===== config.mk =====
export PLATFORM = sky130hd
export DESIGN_NAME = clk_mode_ctrl
export DESIGN_NICKNAME = d
export VERILOG_FILES = /design/src/logic/clk_mode_pkg.sv /design/src/logic/clk_mode_ctrl.sv /design/src/logic/stab_timer.sv
export VERILOG_INCLUDE_DIRS = /design/src /design/src/logic
export SDC_FILE = /design/constraint.sdc
export NUM_CORES = 1
export LEC_CHECK = 0
export BUFFER_PORTS_ARGS = -buffer_cell sky130_fd_sc_hd__clkbuf_2
export CAP_MARGIN = 10
export CORE_ASPECT_RATIO = 1.5
export CORE_MARGIN = 2
export CORE_UTILIZATION = 50
export DETAILED_ROUTE_END_ITERATION = 16
export PLACE_DENSITY = 0.69
export SETUP_SLACK_MARGIN = 0.5
export SYNTH_ARGS = -nofsm -noshare
export SYNTH_HDL_FRONTEND = slang
export SYNTH_SLANG_ARGS = --single-unit

===== constraint.sdc =====
create_clock -name ref_clk -period 4.05 [get_ports ref_clk]
set_input_delay 0.2025 -clock ref_clk [delete_from_list [all_inputs] [get_ports ref_clk]]
set_output_delay 0.2025 -clock ref_clk [all_outputs]
set_load 0.1 [all_outputs]

===== src/logic/clk_mode_params.svh =====
// offsets, field positions, reset values and counts of the system clock mode control block
`ifndef CLK_MODE_PARAMS_SVH
`define CLK_MODE_PARAMS_SVH
`define ADDR_MODE_CTRL    3'h0
`define ADDR_T123_MODE    3'h1
`define ADDR_T1_LATCH     3'h2
`define ADDR_T2_LATCH     3'h3
`define ADDR_STATUS       3'h4
`define ADDR_T1_COUNT     3'h5
`define ADDR_T2_COUNT     3'h6
`define MODE_SUB_SW_BIT   4
`define MODE_MAIN_STOP_BIT 5
`define T123_KEEP_MASK    8'h10
`define T123_T1_STOP_BIT  0
`define T123_T2_STOP_BIT  1
`define T1_STOP_PRESET    8'hff
`define T2_STOP_PRESET    8'h01
`define T1_RESET_VAL      8'hff
`define T2_RESET_VAL      8'h01
`define PRESCALE_LAST     4'hf
`define MID_HALF_LAST     2'h3
`define HS_HALF_LAST      2'h0
`endif


===== src/logic/clk_mode_pkg.sv =====
// types shared by the system clock mode control block
package clk_mode_pkg;
  typedef enum logic [1:0] {spd_middle, spd_high, spd_low} speed_t;
  typedef enum logic [1:0] {st_run, st_stop_halted, st_stop_settle, st_wait} clk_state_t;
  typedef struct packed {
    logic [2:0] addr;
    logic [7:0] wdata;
    logic       wr;
    logic       rd;
  } bus_req_t;
endpackage : clk_mode_pkg


===== src/logic/clk_mode_ctrl.sv =====
// system clock source selection, speed modes, stop and wait control
//
// How it works
// - middle speed: cpu clock is main input divided by 8; selected after reset
// - high speed: cpu clock is main input divided by 2
// - low speed: cpu clock is sub input divided by 2
// - in low speed, mode control bit 5 stops the main oscillator
// - only permitted mode moves; stop and wait return to the prior mode
// - stop instruction holds cpu clock high and halts both oscillators
// - stop entry presets first timer to ff and second to 01
// - recovery: first timer counts source divided by 16, its underflow clocks second
// - stop entry clears the three-timer mode register except bit 4
// - interrupt restarts oscillators; cpu clock withheld until second timer underflows
// - recovery delay about 1 ms in middle or high speed
// - recovery delay about 0.25 s in low speed
// - wait instruction holds cpu clock high, oscillators left untouched
// - wait ends at once on reset or any interrupt, no settling delay
// - timer and display ticks keep running in wait
// - method pin high cuts main feedback path for rc use; low connects it
// - a timer with latch n divides its source by n plus one
// - after power-on only main runs; sub pins float until selected
//
// Design decisions made here: the plain strobed port and the register offsets.
`timescale 1ns/1ps
`include "clk_mode_params.svh"
module clk_mode_ctrl (
  input  wire logic                  ref_clk,
  input  wire logic                  reset,
  input  wire logic                  clk_en,
  input  wire clk_mode_pkg::bus_req_t bus_req,
  output logic                 [7:0] rd_data,
  input  wire logic                  main_osc_in,
  input  wire logic                  sub_osc_in,
  input  wire logic                  osc_method_select,
  input  wire logic                  halt_oscillators_instr,
  input  wire logic                  gate_cpu_clock_instr,
  input  wire logic                  ext_irq,
  input  wire logic                  irq_any,
  output logic                       cpu_clk,
  output logic                       main_osc_en,
  output logic                       main_feedback_en,
  output logic                       sub_osc_en,
  output logic                       sub_pin_oe,
  output logic                       periph_tick
);
  clk_mode_pkg::speed_t     cur_spd_ff;
  clk_mode_pkg::speed_t     req_spd_ff;
  clk_mode_pkg::clk_state_t state_ff;
  logic       main_stop_ff;
  logic       sub_sw_ff;
  logic [7:0] t123_ff;
  logic [7:0] t1_latch_ff;
  logic [7:0] t2_latch_ff;
  logic       main_prev_ff;
  logic       sub_prev_ff;
  logic       phi_ff;
  logic [1:0] div_cnt_ff;
  logic [3:0] pre_cnt_ff;
  logic       main_en_ff;
  logic       sub_en_ff;
  logic       tick_ff;
  logic [7:0] rd_data_ff;
  logic       main_rise;
  logic       sub_rise;
  logic       src_rise;
  logic       tmr_src_rise;
  logic       boundary;
  logic       gated;
  logic       stop_entry;
  logic       pre_tick;
  logic       t1_tick;
  logic       t2_tick;
  logic       t1_uf;
  logic       t2_uf;
  logic [7:0] t1_count;
  logic [7:0] t2_count;
  logic [1:0] half_last;
  logic       wr_mode;
  clk_mode_pkg::speed_t wr_spd;

  ////////////////////////////////////////////////////////////////////////////
  // oscillator edges and divider
  assign main_rise  = main_osc_in && !main_prev_ff;
  assign sub_rise   = sub_osc_in && !sub_prev_ff;
  assign src_rise   = (cur_spd_ff == clk_mode_pkg::spd_low) ? sub_rise : main_rise;
  assign half_last  = (cur_spd_ff == clk_mode_pkg::spd_middle) ? `MID_HALF_LAST : `HS_HALF_LAST;
  assign boundary   = src_rise && (div_cnt_ff == half_last);
  assign gated      = (state_ff != clk_mode_pkg::st_run);
  assign stop_entry = clk_en && (state_ff == clk_mode_pkg::st_run) && halt_oscillators_instr;

  always_ff @(posedge ref_clk or posedge reset) begin
    if (reset) begin
      main_prev_ff <= 1'b0;
      sub_prev_ff  <= 1'b0;
    end else if (clk_en) begin
      main_prev_ff <= main_osc_in;
      sub_prev_ff  <= sub_osc_in;
    end
  end

  // half periods are whole source periods, so no pulse is shorter than one
  always_ff @(posedge ref_clk or posedge reset) begin
    if (reset) begin
      div_cnt_ff <= 2'h0;
      phi_ff     <= 1'b1;
    end else if (clk_en && src_rise) begin
      if (boundary) begin
        div_cnt_ff <= 2'h0;
        if (!phi_ff) begin
          phi_ff <= 1'b1;
        end else if (!gated) begin
          phi_ff <= 1'b0;
        end
      end else begin
        div_cnt_ff <= div_cnt_ff + 2'h1;
      end
    end
  end

  // new source or divider only takes over at the end of a high half
  always_ff @(posedge ref_clk or posedge reset) begin
    if (reset) begin
      cur_spd_ff <= clk_mode_pkg::spd_middle;
    end else if (clk_en && boundary && phi_ff) begin
      cur_spd_ff <= req_spd_ff;
    end
  end

  ////////////////////////////////////////////////////////////////////////////
  // register writes
  assign wr_mode = clk_en && bus_req.wr && (bus_req.addr == `ADDR_MODE_CTRL);
  assign wr_spd  = clk_mode_pkg::speed_t'(bus_req.wdata[1:0]);

  always_ff @(posedge ref_clk or posedge reset) begin
    if (reset) begin
      req_spd_ff   <= clk_mode_pkg::spd_middle;
      main_stop_ff <= 1'b0;
      sub_sw_ff    <= 1'b0;
    end else if (wr_mode) begin
      sub_sw_ff <= bus_req.wdata[`MODE_SUB_SW_BIT];
      // low speed needs the sub port; middle/high need a running main
      if (bus_req.wdata[1:0] != 2'h3) begin
        if ((wr_spd == clk_mode_pkg::spd_low) ? bus_req.wdata[`MODE_SUB_SW_BIT] : !main_stop_ff) begin
          req_spd_ff <= wr_spd;
        end
      end
      if (req_spd_ff == clk_mode_pkg::spd_low && cur_spd_ff == req_spd_ff && wr_spd == req_spd_ff) begin
        main_stop_ff <= bus_req.wdata[`MODE_MAIN_STOP_BIT];
      end
    end
  end

  always_ff @(posedge ref_clk or posedge reset) begin
    if (reset) begin
      t123_ff <= 8'h00;
    end else if (stop_entry) begin
      t123_ff <= t123_ff & `T123_KEEP_MASK;
    end else if (clk_en && bus_req.wr && bus_req.addr == `ADDR_T123_MODE) begin
      t123_ff <= bus_req.wdata;
    end
  end

  always_ff @(posedge ref_clk or posedge reset) begin
    if (reset) begin
      t1_latch_ff <= `T1_RESET_VAL;
      t2_latch_ff <= `T2_RESET_VAL;
    end else if (stop_entry) begin
      t1_latch_ff <= `T1_STOP_PRESET;
      t2_latch_ff <= `T2_STOP_PRESET;
    end else if (clk_en && bus_req.wr) begin
      if (bus_req.addr == `ADDR_T1_LATCH) begin
        t1_latch_ff <= bus_req.wdata;
      end else if (bus_req.addr == `ADDR_T2_LATCH) begin
        t2_latch_ff <= bus_req.wdata;
      end
    end
  end

  ////////////////////////////////////////////////////////////////////////////
  // stop and wait sequencing
  always_ff @(posedge ref_clk or posedge reset) begin
    if (reset) begin
      state_ff <= clk_mode_pkg::st_run;
    end else if (clk_en) begin
      case (state_ff)
        clk_mode_pkg::st_run: begin
          if (halt_oscillators_instr) begin
            state_ff <= clk_mode_pkg::st_stop_halted;
          end else if (gate_cpu_clock_instr) begin
            state_ff <= clk_mode_pkg::st_wait;
          end
        end
        clk_mode_pkg::st_stop_halted: begin
          if (ext_irq) begin
            state_ff <= clk_mode_pkg::st_stop_settle;
          end
        end
        clk_mode_pkg::st_stop_settle: begin
          if (t2_uf) begin
            state_ff <= clk_mode_pkg::st_run;
          end
        end
        clk_mode_pkg::st_wait: begin
          if (irq_any) begin
            state_ff <= clk_mode_pkg::st_run;
          end
        end
        default: state_ff <= clk_mode_pkg::st_run;
      endcase
    end
  end

  // oscillators halt only once the clock sits high, else it could freeze low
  always_ff @(posedge ref_clk or posedge reset) begin
    if (reset) begin
      main_en_ff <= 1'b1;
      sub_en_ff  <= 1'b0;
    end else if (clk_en) begin
      if (state_ff == clk_mode_pkg::st_stop_halted && phi_ff) begin
        main_en_ff <= 1'b0;
        sub_en_ff  <= 1'b0;
      end else if (state_ff != clk_mode_pkg::st_wait) begin
        main_en_ff <= !main_stop_ff;
        sub_en_ff  <= sub_sw_ff;
      end
    end
  end

  ////////////////////////////////////////////////////////////////////////////
  // prescaler and cascaded timers
  assign tmr_src_rise = (req_spd_ff == clk_mode_pkg::spd_low) ? sub_rise : main_rise;
  assign pre_tick     = tmr_src_rise && (pre_cnt_ff == `PRESCALE_LAST);
  assign t1_tick      = pre_tick && !t123_ff[`T123_T1_STOP_BIT];
  assign t2_tick      = t1_uf && !t123_ff[`T123_T2_STOP_BIT];

  always_ff @(posedge ref_clk or posedge reset) begin
    if (reset) begin
      pre_cnt_ff <= 4'h0;
      tick_ff    <= 1'b0;
    end else if (clk_en) begin
      if (stop_entry) begin
        pre_cnt_ff <= 4'h0;
      end else if (tmr_src_rise) begin
        pre_cnt_ff <= pre_cnt_ff + 4'h1;
      end
      tick_ff <= pre_tick;
    end
  end

  stab_timer #(.RESET_VAL(`T1_RESET_VAL)) u_timer1 (
    .ref_clk   (ref_clk),
    .reset     (reset),
    .clk_en    (clk_en),
    .load      (stop_entry),
    .tick      (t1_tick),
    .latch_val (stop_entry ? `T1_STOP_PRESET : t1_latch_ff),
    .count     (t1_count),
    .underflow (t1_uf)
  );

  stab_timer #(.RESET_VAL(`T2_RESET_VAL)) u_timer2 (
    .ref_clk   (ref_clk),
    .reset     (reset),
    .clk_en    (clk_en),
    .load      (stop_entry),
    .tick      (t2_tick),
    .latch_val (stop_entry ? `T2_STOP_PRESET : t2_latch_ff),
    .count     (t2_count),
    .underflow (t2_uf)
  );

  ////////////////////////////////////////////////////////////////////////////
  // register reads, one cycle later
  always_ff @(posedge ref_clk or posedge reset) begin
    if (reset) begin
      rd_data_ff <= 8'h00;
    end else if (clk_en) begin
      if (!bus_req.rd) begin
        rd_data_ff <= 8'h00;
      end else if (bus_req.addr == `ADDR_MODE_CTRL) begin
        rd_data_ff <= {2'h0, main_stop_ff, sub_sw_ff, 2'h0, req_spd_ff};
      end else if (bus_req.addr == `ADDR_T123_MODE) begin
        rd_data_ff <= t123_ff;
      end else if (bus_req.addr == `ADDR_T1_LATCH) begin
        rd_data_ff <= t1_latch_ff;
      end else if (bus_req.addr == `ADDR_T2_LATCH) begin
        rd_data_ff <= t2_latch_ff;
      end else if (bus_req.addr == `ADDR_STATUS) begin
        rd_data_ff <= {sub_en_ff, main_en_ff, phi_ff, 1'b0, state_ff, cur_spd_ff};
      end else if (bus_req.addr == `ADDR_T1_COUNT) begin
        rd_data_ff <= t1_count;
      end else if (bus_req.addr == `ADDR_T2_COUNT) begin
        rd_data_ff <= t2_count;
      end else begin
        rd_data_ff <= 8'h00;
      end
    end
  end

  assign rd_data          = rd_data_ff;
  assign cpu_clk          = phi_ff;
  assign main_osc_en      = main_en_ff;
  assign sub_osc_en       = sub_en_ff;
  assign sub_pin_oe       = sub_en_ff;
  assign main_feedback_en = !osc_method_select;
  assign periph_tick      = tick_ff;
endmodule : clk_mode_ctrl


===== src/logic/stab_timer.sv =====
// 8-bit reloadable down counter used for general timing and stop recovery
`timescale 1ns/1ps
module stab_timer #(
  parameter logic [7:0] RESET_VAL = 8'h00
) (
  input  wire logic       ref_clk,
  input  wire logic       reset,
  input  wire logic       clk_en,
  input  wire logic       load,
  input  wire logic       tick,
  input  wire logic [7:0] latch_val,
  output logic      [7:0] count,
  output logic            underflow
);
  logic [7:0] count_ff;

  // count n..0 then reload: divide by n plus one
  assign underflow = tick && !load && (count_ff == 8'h00);

  always_ff @(posedge ref_clk or posedge reset) begin
    if (reset) begin
      count_ff <= RESET_VAL;
    end else if (clk_en) begin
      if (load || underflow) begin
        count_ff <= latch_val;
      end else if (tick) begin
        count_ff <= count_ff - 8'h01;
      end
    end
  end

  // reset value is fixed per instance so the async branch stays constant
  assign count = count_ff;
endmodule : stab_timer


# Yosys cells after proc, flatten, opt, wreduce, memory -nomap -nowiden
# Cells that the tools add are included.
[word_totals]
regBits = 68
latchBits = 0
ram_bits = 0
rom_bits = 0
input_bits = 23
output_inout_bits = 14
elab_cells = 145
n_memories = 0
[classes]
add_sub_neg = 4
multipliers = 0
n_div = 0
order_cmp = 0
eq_ne = 23
shift = 0
n_mux = 42
bitwise_logic = 1
n_reduce_logical = 55
[ops]
columns = ["cell", "count"]
rows = [
  ["8-bit two-way mux", 23],
  ["1-bit logical AND", 21],
  ["2-bit nonzero test", 9],
  ["8-bit zero test", 2],
  ["2-bit AND reduction", 8],
  ["8-bit by 1-bit subtractor with 8-bit output, second input constant", 2],
  ["2-bit two-way mux", 7],
  ["2-bit == test, second input constant", 5],
  ["2-bit inequality test, second input constant", 5],
  ["3-bit == test, second input constant", 3],
  ["1-bit two-way mux", 9],
  ["4-bit two-way mux", 2],
  ["2-bit one-hot mux with 4 select lines", 1],
  ["1-bit zero test", 7],
  ["2-bit == test", 3],
  ["3-bit by 2-bit == test with 1-bit output, second input constant", 2],
  ["3-bit AND reduction", 2],
  ["5-bit AND reduction", 1],
  ["4-bit by 1-bit adder with 4-bit output, second input constant", 1],
  ["4-bit == test, second input constant", 1],
  ["2-bit zero test", 2],
  ["3-bit by 1-bit == test with 1-bit output, second input constant", 1],
  ["3-bit zero test", 1],
  ["3-bit inequality test, second input constant", 1],
  ["other kinds (5)", 6],
]

# Depth between registers and ports, before layout
# Gate-level depths: netlist (run 1).
[depth]
depth_word = 13
ltp_mapped = 8

# Modules after synthesis
# Synthesis (run 1) repeated with hierarchy kept, for this count alone.
[unflattened]
cells_unflattened = 446
hier_area_um2 = 4131.5
[by_module_without_submodules]
columns = ["module", "n_inst", "cells_each", "area_per_inst_um2"]
rows = [
  ["clk_mode_ctrl", 1, 310, 2956.6],
  ["stab_timer at u_timer1", 1, 68, 591.8],
  ["stab_timer at u_timer2", 1, 68, 583.1],
]

# Least setup slack after synthesis (run 1)
# Ideal clock, no wire load.
[synth_timing]
kind = "flip-flop to flip-flop"
start = "register u_timer2.count_ff[1] (netlist: u_timer2.count[1])"
end = "register u_timer2.count_ff[0] (netlist: u_timer2.count[0])"
setup_time_ns = 0.081
arrival_ns = 2.444
slack_ns = 1.525
path_stages_with_launch = 9
path_buffers = 1
period_less_slack_ns = 2.525
cell_sequence = "dfrtp_1 inv_1 ha_1 or4b_4 or4_4 or4_1 buf_2 nor3b_1 a211oi_2"
[synth_between]
elab_chain_len = 5
word_cells_on_any_way = 6
cone_classes = "mux (1); reduce/logical (5)"
[synth_lines]
columns = ["item", "line_no", "source"]
rows = [
  ["start: declaration", "stab_timer.sv:15", "logic [7:0] count_ff;"],
  ["start signal: assignment", "stab_timer.sv:25", "count_ff <= latch_val;"],
  ["start signal: assignment", "stab_timer.sv:27", "count_ff <= count_ff - 8'h01;"],
  ["8-bit zero test (*)", "stab_timer.sv:18", "assign underflow = tick && !load && (count_ff == 8'h00);"],
  ["1-bit logical AND (*)", "stab_timer.sv:18", ""],
  ["1-bit logical OR (*)", "stab_timer.sv:24", "if (load || underflow) begin"],
  ["2-bit nonzero test (no line)", "-", ""],
  ["2-bit AND reduction (no line)", "-", ""],
]
# Every way passes the cells marked *; elsewhere a longest branch is shown, timed or not.
# A chain may end at the register's enable or synchronous reset.

# Final worst setup path (run 1)
# Same ends and word-level chain as after synthesis.

==> results of run 1 <==
[flip-flops by register name, indices dropped and copies added (netlist names), 4 cells and up]
signal / cells
t1_latch_ff: 8
u_timer1.count: 8
pre_cnt_ff: 4
t123_ff: 8
u_timer2.count: 8
rd_data: 8
t2_latch_ff: 8
[logic make-up (layout without fill, tap and decap cells)]
group                    Yosys count  in the layout  share of synthesized area
XOR/XNOR                           3              3                    0.00673
adder cells (fa/ha/maj)            4              4                     0.0128
multiplexers                      43             43                      0.116
AND/OR/NAND/NOR                  180            180                      0.227
buffers and inverters             40             75                     0.0397
flip-flops                        68             68                      0.442
AO/OA/AOI/OAI                     98             98                      0.155
[worst max path at each step]
| stage | to | slack, ps |
|---|---|---|
| detailed placement | u_timer2.count[0] | 1350 |
| global placement | state_ff[1] | 1410 |
| global route | u_timer2.count[2] | 1210 |
| floorplan | u_timer2.count[0] | 1520 |
| finish | u_timer2.count[0] | 1330 |
| CTS | u_timer2.count[0] | 1350 |
[per-layer routing]
metal	vias to the layer above	global-route usage
met5	-	0
met4	0	0.153
met3	28	0.0442
met2	128	0.437
met1	1646	0.344
li1	1641	-
[worst register-to-register path, stage by stage (launching register included)]
cell      delay, ps
dfrtp_1         430
inv_1            80
ha_1            180
or4b_4          510
or4_4           520
or4_1           540
nor3b_1         210
a211oi_2        190
[stage by stage]
step / util / cells
CTS: 0.590 / 573
detailed placement: 0.547 / 556
global placement: 0.547 / 556
floorplan: - / 436
global route: 0.590 / 573
finish: 0.590 / 573
[final cells by class]
type | count | area [sq um] | area share
clock inverters | 3 | 43.8 | 0.00975
repair buffers | 42 | 228 | 0.0507
flip-flops and latches | 68 | 1730 | 0.385
multi-input cells | 328 | 2030 | 0.452
clock buffers | 13 | 270 | 0.0602
well taps | 102 | 128 | 0.0284
inverters | 17 | 63.8 | 0.0142
[synth_stat cells (all sizes together) (3+ instances only)]
master	instances	area, sq um
nand2	68	255
mux2	9	101
nand3	16	80.1
nor2	34	128
o2111ai	5	43.8
o31ai	6	45.0
nand4	4	25.0
inv	16	60.1
o21ai	34	170
nor2b	4	25.0
a31oi	3	18.8
ha	4	50.1
nor3	13	65.1
nor4	7	43.8
clkbuf	19	71.3
xnor2	3	26.3
dfstp	20	526
nor3b	4	30.0
a22oi	6	45.0
buf	4	20.0
o211ai	6	45.0
nand2b	7	43.8
o2bb2ai	3	26.3
or4	7	56.3
a21oi	25	125
mux2i	33	330
a211oi	3	27.5
dfrtp	48	1200
[power by group through the flow]
stage	combinational, mW	sequential (mW)	clock, mW
3_3_place_gp	0.624	1.02	0
5_1_grt	0.695	1.04	0.859
2_1_floorplan	0.376	1.10	0
3_5_place_dp	0.633	1.03	0
6_report	0.639	1.02	0.815
4_1_cts	0.640	1.02	0.825
==> out/results.tsv, run 1 <==
metric	value	unit
outcome	finished, final reports clean	
drtIter0Drc	302	
dp_hpwl	7730	microns
cpMaxStageDelayCell	or4_1	
synthArstFlopShare	1.00	
boundaryPins	37	
fin_tns_setup	0	ps
grt_max_degree	40	
max_freq	0.368	GHz
synth_flop_cell	dfrtp_1	
yosysSeqAreaShare	0.442	
final_max_slew_viol_count	0	
coreArea	7610	sq um
tritoncts	done	
gp_congestion	0.940	
port_buffers	36	
initial_core_util	0.513	
seq_power_share	0.412	
dieArea	8550	sq um
p_clk_frac	0.329	
syn_area	3910	sq um
pwr-share-comb	0.258	
crit_cells	7	
dpl_cell_area	4170	sq um
arrival	2980	ps
cp_data_required_time	4310	ps
drc	0	
fin_crit_sh	0.671	
end_kind	flip-flop	
syn_area_per_cell	8.96	sq um
crit_type	reg2reg	
grt_setup_unrepaired	false	
swShare	0.366	
timing.rr.end	u_timer2.count[0]	
drive_gt1_frac	0.202	
firstDrtPassIters	5	
min_to	req_spd_ff[0]	
most-common-layout-cells	nand2_1 (68), dfrtp_1 (48), clkbuf_2 (36)	
cts_resized	0	
ir_worst_vdd	413	uV
r2r_start	u_timer2.count[1]	
clk_path_buf_depth	2	
leakage	1.98	nW
switchingPower	0.906	mW
synth-edff-count	0	
stdcell_area	4490	sq um
p_per_area	551	nW/um^2
startpoint_type	flip-flop	
num_rows	39	
antenna_cells	0	
min_period	2720	ps
grt_pass1_vias	3385	
route.met3.wl	530	microns
track_usage	0.270	
synth_cells	436	
fillers	699	
dr.max_layer_used	met4	
yosysUniqueCellTypes	52	
holdWs	81.0	ps
ys_seq_elements	68	
critPathMaxFanout	5	
grt_pass1_wl	17900	microns
routedWlPerCell	18.7	microns
clock-root-buffer	clkbuf_16	
startpoint	u_timer2.count[1]	
hp-start	bus_req[3]	
finalClockSkew	5.74	ps
postRouteAntennaNets	0	
cp_top_family	simple AND/OR/NAND/NOR gates	
vias	3443	
holdBufCountCts	1	
antenna_found_initial	0	
cp_slowest_stage_delay	540	ps
max_slew_margin	0.311	
syn_nets	463	
dr_wl_met2	5360	microns
cts_max_level	3	
fin_nets	493	
r2r_cells	7	
hold_viol	0	
regToRegSetupSlack	1330	ps
cts_setup_buffers	0	
final_common_cell	nand2_1	
die_y	112	microns
yosys_warnings	0	
clk_latency	340	ps
cts_sinks	68	
chipWidth	76.2	microns
intPower	1.57	mW
place_ws	1350	ps
maxCapViolCount	0	
wirelength	10700	microns
setup_viol	0	
p_total	2.47	mW
wl_met1	4390	microns
worstHoldPathType	in2reg	
gr-total-overflow	0	
crit_chain	inv_1 -> ha_1 -> or4b_4 -> or4_4 -> or4_1 -> nor3b_1 -> a211oi_2	
critPathBufInv	1	
worst_pin_slew	1020	ps
via_per_inst	6.01	
clkTransAtPathRegs	50	ps
fin_ws	1330	ps
cts_buffers	9	
area_delta_synth_final	15.0	%
hold_depth	2	
Power figures use the tool's default switching activity.
==> run 2: changes to the inputs <==
--- a/config.mk
+++ b/config.mk
@@ -12,7 +12,7 @@
 export CORE_MARGIN = 2
 export CORE_UTILIZATION = 50
 export DETAILED_ROUTE_END_ITERATION = 16
-export PLACE_DENSITY = 0.69
+export PLACE_DENSITY = 0.72
 export SETUP_SLACK_MARGIN = 0.5
 export SYNTH_ARGS = -nofsm -noshare
 export SYNTH_HDL_FRONTEND = slang
==> constraint.sdc (replaced) <==
create_clock -name ref_clk -period 2.4 [get_ports ref_clk]
set_input_delay 0.12 -clock ref_clk [delete_from_list [all_inputs] [get_ports ref_clk]]
set_output_delay 0.12 -clock ref_clk [all_outputs]
set_load 0.1 [all_outputs]
==> run 2 against run 1 <==
Register-to-register slack worse by 1300 ps. Via count is 5.5% higher. Largest power group unchanged. Critical path depth stayed put. Sequential share of layout area is 2.4 points lower. Cell count is 3.5% higher. Count of clock-buffer cells in the layout is 1 lower. Fmax is 14% higher. Clock power is 69% higher. Worst hold slack worse by 39 ps. Sequential cell count stayed put. Cell area is 6.6% higher. Power is 73% higher.
==> out/results.tsv, run 2 (synthesis gave the netlist of run 1 again) <==
metric	value	unit
drc	0	
cpMaxStageDelayCell	or4_4	
wirelength	11400	microns
area_delta_synth_final	22.5	%
tritoncts	done	
placed_cells	577	
crit_chain	inv_1 -> ha_2 -> or4b_4 -> or4_4 -> or4_4 -> nor3b_1 -> a211oi_2	
clkTransAtPathRegs	50	ps
via_per_inst	6.12	
ir_worst_vdd	635	uV
min_period	2390	ps
track_usage	0.282	
gr-total-overflow	0	
clock-root-buffer	clkbuf_16	
routedWlPerCell	19.2	microns
drtIter0Drc	294	
firstDrtPassIters	5	
stdcell_area	4790	sq um
fin_ws	8.53	ps
arrival	2640	ps
worst_pin_slew	591	ps
clk_path_buf_depth	2	
holdWs	42.3	ps
cp_slowest_stage_delay	480	ps
critPathBufInv	1	
dpl_cell_area	4360	sq um
max_slew_margin	0.602	
antenna_found_initial	0	
boundaryPins	37	
grt_pass1_vias	3736	
crit_type	reg2reg	
port_buffers	36	
fin_cells	593	
fin_crit_sh	0.996	
critPathMaxFanout	5	
fillers	665	
cts_sinks	68	
grt_max_degree	44	
hold_viol	0	
dieArea	8550	sq um
p_per_area	895	nW/um^2
gp_congestion	0.905	
clk_latency	340	ps
cp_top_family	simple AND/OR/NAND/NOR gates	
cts_max_level	3	
antenna_cells	0	
startpoint_type	flip-flop	
grt_setup_unrepaired	true	
num_rows	39	
grt_pass1_wl	18800	microns
fin_nets	515	
dp_hpwl	8210	microns
maxCapViolCount	0	
final_max_slew_viol_count	0	
cp_data_required_time	2650	ps
postRouteAntennaNets	0	
outcome	finished, final reports clean	
most-common-layout-cells	nand2_1 (67), dfrtp_1 (48), clkbuf_2 (36)	
final_common_cell	nand2_1	
place_ws	-43.5	ps
vias	3632	
multi_input_area	2160	sq um
crit_path_frequent_cell	or4_4	
leakage	2.12	nW
chipWidth	76.2	microns
regArea	1730	sq um
die_y	112	microns
coreArea	7610	sq um
end_kind	flip-flop	
setup_viol	0	
worstHoldPathType	in2reg	
initial_core_util	0.513	
drive_gt1_frac	0.271	
finalClockSkew	7.02	ps
cts_buffers	9	
max_freq	0.418	GHz
-- run 2: cell count changes in the layout (fill, tap and decap cells not counted), moves of 2 or more --
cell and change:
nor4_2 +2, nor4_1 -4, nor4_4 +2, o21ai_1 +3, ha_1 -2, buf_4 +21, clkbuf_8 -2, o21ai_0 -3
-- run 2: final timing paths --
path | depth (start not counted) | from | slack (ps) | to
worst min register to register | 2 | rd_data[3] | 490 | rd_data[3]
worst min-delay path | 2 | bus_req[3] | 40 | req_spd_ff[0]
worst max register to register | 7 | u_timer2.count[1] | 9 | u_timer2.count[0]
worst max-delay path | 7 | u_timer2.count[1] | 9 | u_timer2.count[0]
max in group asynchronous | 4 | reset | 1320 | t1_latch_ff[5]
min in group asynchronous | 3 | reset | 380 | t2_latch_ff[1]
-- run 2: layout make-up --
| class | instances | area share |
|---|---|---|
| Inverter | 17 | 0.0133 |
| Multi-Input combinational cell | 328 | 0.451 |
| Clock buffer | 12 | 0.0515 |
| Sequential cell | 68 | 0.361 |
| Timing Repair Buffer | 64 | 0.0847 |
| Tap cell | 102 | 0.0267 |
| Clock inverter | 2 | 0.0125 |
-- run 2: report_power, final --
part	leakage (nW)	total, mW	internal [mW]	switching (mW)
registers	0.839	1.67	1.43	0.245
clock network	0.149	1.38	0.926	0.455
logic	1.13	1.23	0.390	0.844
total	2.12	4.28	2.74	1.54
-- run 2: worst register-to-register path: cells and delay by family (launching register included) --
| family | cells | cell delay, ps |
|---|---|---|
| compound gates | 1 | 150 |
| buf+inv | 1 | 60 |
| simple gates | 4 | 1560 |
| flops | 1 | 370 |
| fa+ha+maj | 1 | 170 |
-- run 2: what timing repair did --
| action | CTS | global route |
|---|---|---|
| gates resized for setup | 9 | 12 |
| hold buffers | 1 | 0 |
| buffers inserted | 0 | 1 |
| hold endpoints to repair | 15 | 0 |
| pin swaps | 1 | 3 |
| endpoints found under the setup margin | 17 | 17 |
-- run 2: through the flow --
step | TNS (ps) | power [mW] | util
5_1_grt | -247 | 4.47 | 0.629
4_1_cts | 0 | 4.26 | 0.621
2_1_floorplan | -50.7 | 2.50 | -
6_report | 0 | 4.28 | 0.629
3_5_place_dp | -96.0 | 2.86 | 0.573
3_3_place_gp | 0 | 2.83 | 0.573
-- run 2: per-layer routing --
metal  global-route usage  vias up  routed length, microns
met5                    0        -                       0
met1                0.329     1771                    4240
met2                0.478      143                    5780
li1                     -     1677                       -
met4                0.172        0                     611
met3               0.0587       41                     752
==> run 3: changes to the inputs <==
--- a/config.mk
+++ b/config.mk
@@ -6,6 +6,7 @@
 export SDC_FILE = /design/constraint.sdc
 export NUM_CORES = 1
 export LEC_CHECK = 0
+export ABC_AREA = 1
 export BUFFER_PORTS_ARGS = -buffer_cell sky130_fd_sc_hd__clkbuf_2
 export CAP_MARGIN = 10
 export CORE_ASPECT_RATIO = 1.5
==> run 3 against run 2 <==
Die area grew 0.34%. Setup slack better by 600 ps. Largest power group unchanged. Clock power shrank 14%. Via count rose by 0.28%.
==> out/results.tsv, run 3 <==
metric	value	unit
syn_area_per_cell	7.60	sq um
p_per_area	915	nW/um^2
synth_area_leader_cell	dfrtp_1	
synthTopCellsByCount	nand2_1 (98), inv_1 (74), nor2_1 (62)	
finalClockSkew	4.35	ps
p_clk_frac	0.285	
clock-root-buffer	clkbuf_16	
cp_data_required_time	2670	ps
min_period	1790	ps
postRouteAntennaNets	0	
syn_area	3920	sq um
final_common_cell	nand2_1	
swShare	0.397	
syn_nets	543	
synth_top_area_frac	0.306	
cts_max_level	3	
crit_cells	8	
grt_pass1_vias	3572	
fin_nets	592	
intPower	2.53	mW
leakage	2.29	nW
yosysSeqAreaShare	0.440	
critPathBufInv	1	
tritoncts	done	
r2r_cells	8	
vias	3642	
cp_top_family	simple AND/OR/NAND/NOR gates	
yosysUniqueCellTypes	38	
seq_power_share	0.411	
boundaryPins	37	
cts_buffers	9	
firstDrtPassIters	5	
port_buffers	36	
final_max_slew_viol_count	0	
coreArea	7610	sq um
antenna_cells	0	
switchingPower	1.67	mW
gp_congestion	0.963	
clk_latency	330	ps
clkTransAtPathRegs	60	ps
ir_worst_vdd	698	uV
hold_depth	3	
drc	0	
setup_viol	0	
grt_setup_unrepaired	false	
crit_chain	nor2_4 -> nand2_4 -> inv_2 -> nor2_1 -> nand4_1 -> nand2_1 -> nor2_1 -> nor2_1	
startpoint_type	flip-flop	
critPathMaxFanout	14	
yosys_warnings	0	
fin_crit_sh	0.747	
fin_tns_setup	0	ps
routedWlPerCell	15.9	microns
arrival	2060	ps
synth-edff-count	0	
gr-total-overflow	0	
track_usage	0.261	
worstHoldPathType	in2reg	
final_util	0.602	
end_kind	flip-flop	
grt_pass1_wl	17300	microns
worst_pin_slew	556	ps
dp_hpwl	8070	microns
max_freq	0.558	GHz
cts_sinks	68	
pwr-share-comb	0.304	
area_delta_synth_final	17.0	%
maxCapViolCount	0	
chipWidth	76.3	microns
synthArstFlopShare	1.00	
ys_seq_elements	68	
most-common-layout-cells	nand2_1 (95), inv_1 (72), nor2_1 (59)	
clk_path_buf_depth	2	
synth_cells	516	
synth.area.top_cells	dfrtp_1 (31%), dfstp_2 (13%), nand2_1 (9.4%)	
hold_viol	0	
cp_slowest_stage_delay	550	ps
crit_path_frequent_cell	nor2_1	
grt_max_degree	69	
wirelength	10700	microns
drtIter0Drc	280	
dieArea	8580	sq um
via_per_inst	5.42	
max_slew_margin	0.631	
yosysMostFrequentCell	nand2_1	
antenna_found_initial	0	
synth_flop_cell	dfrtp_1	
initial_core_util	0.515	
cpMaxStageDelayCell	dfrtp_1	
die_y	112	microns
crit_type	reg2reg	
num_rows	39	
outcome	finished, final reports clean	
drive_gt1_frac	0.207	
==> run 3: cell count changes after synthesis, moves of 17 or more <==
cell	delta
nand2_1	+30
nor2_1	+28
clkbuf_1	-17
mux2i_1	-33
o21ai_1	+17
inv_1	+58
nand3_1	+25
==> run 3: cell type report <==
| class | count | area, sq um |
|---|---|---|
| sequential | 68 | 1730 |
| tap | 102 | 128 |
| clock inverter | 7 | 43.8 |
| fill | 728 | 3030 |
| timing repair buffer | 46 | 274 |
| multi-input combinational | 358 | 1880 |
| inverter | 82 | 308 |
| clock buffer | 9 | 225 |
==> run 3: path summary, 6_finish.rpt <==
| path | start | to | slack [ps] |
|---|---|---|---|
| worst max-delay path | state_ff[1] | u_timer2.count[7] | 610 |
| min in group asynchronous | reset | sub_prev_ff | 390 |
| max in group asynchronous | reset | u_timer1.count[5] | 1670 |
| worst min-delay path | sub_osc_in | sub_prev_ff | 30 |
| worst max register to register | state_ff[1] | u_timer2.count[7] | 610 |
| worst min register to register | rd_data[6] | rd_data[6] | 480 |
==> run 3: power by group through the flow <==
stage / Clock (mW) / Sequential (mW) / Combinational, mW
2_1_floorplan: 0 / 1.89 / 0.737
3_3_place_gp: 0 / 1.73 / 1.20
3_5_place_dp: 0 / 1.74 / 1.22
4_1_cts: 1.20 / 1.72 / 1.23
5_1_grt: 1.26 / 1.76 / 1.41
6_report: 1.19 / 1.73 / 1.28
==> run 3: what timing repair did <==
| item | in CTS | in global routing |
|---|---|---|
| hold buffers | 1 | 0 |
| buffers inserted | 0 | 6 |
| endpoints found under the setup margin | 0 | 15 |
| hold endpoints to repair | 48 | 0 |
| gates resized for setup | 0 | 12 |
==> run 3: logic make-up after synthesis <==
family | after synthesis | share of synthesized area
adder cells (fa/ha/maj) | 4 | 0.0128
AO/OA/AOI/OAI | 110 | 0.153
AND/OR/NAND/NOR | 232 | 0.279
flip-flops | 68 | 0.440
buffers and inverters | 90 | 0.0884
XOR/XNOR | 12 | 0.0268
==> run 3: metal layers <==
| layer | global-route usage | vias to the layer above | wire (microns) |
|---|---|---|---|
| li1 | - | 1794 | - |
| met1 | 0.304 | 1704 | 4370 |
| met2 | 0.443 | 110 | 5420 |
| met3 | 0.0482 | 34 | 474 |
| met4 | 0.166 | 0 | 430 |
| met5 | 0 | - | 0 |
==> run 3: per-stage QoR <==
step / cells / area [sq um] / setup slack (ps) / hold slack (ps) / total power, mW
after floorplan: 516 / 3920 / 602 / 241 / 2.62
final: 672 / 4590 / 608 / 32.7 / 4.20
after global placement: 649 / 4220 / 622 / 202 / 2.92
after global routing: 672 / 4590 / 475 / 44.8 / 4.43
after CTS: 666 / 4500 / 565 / 20.1 / 4.15
after detailed placement: 649 / 4220 / 569 / 209 / 2.96
==> run 3: worst reg2reg max path: cells and delay by family, from the launching register on <==
| kind | cells | cell delay, ps |
|---|---|---|
| and+or+nand+nor | 7 | 970 |
| DFF | 1 | 550 |
| buffers and inverters | 1 | 200 |
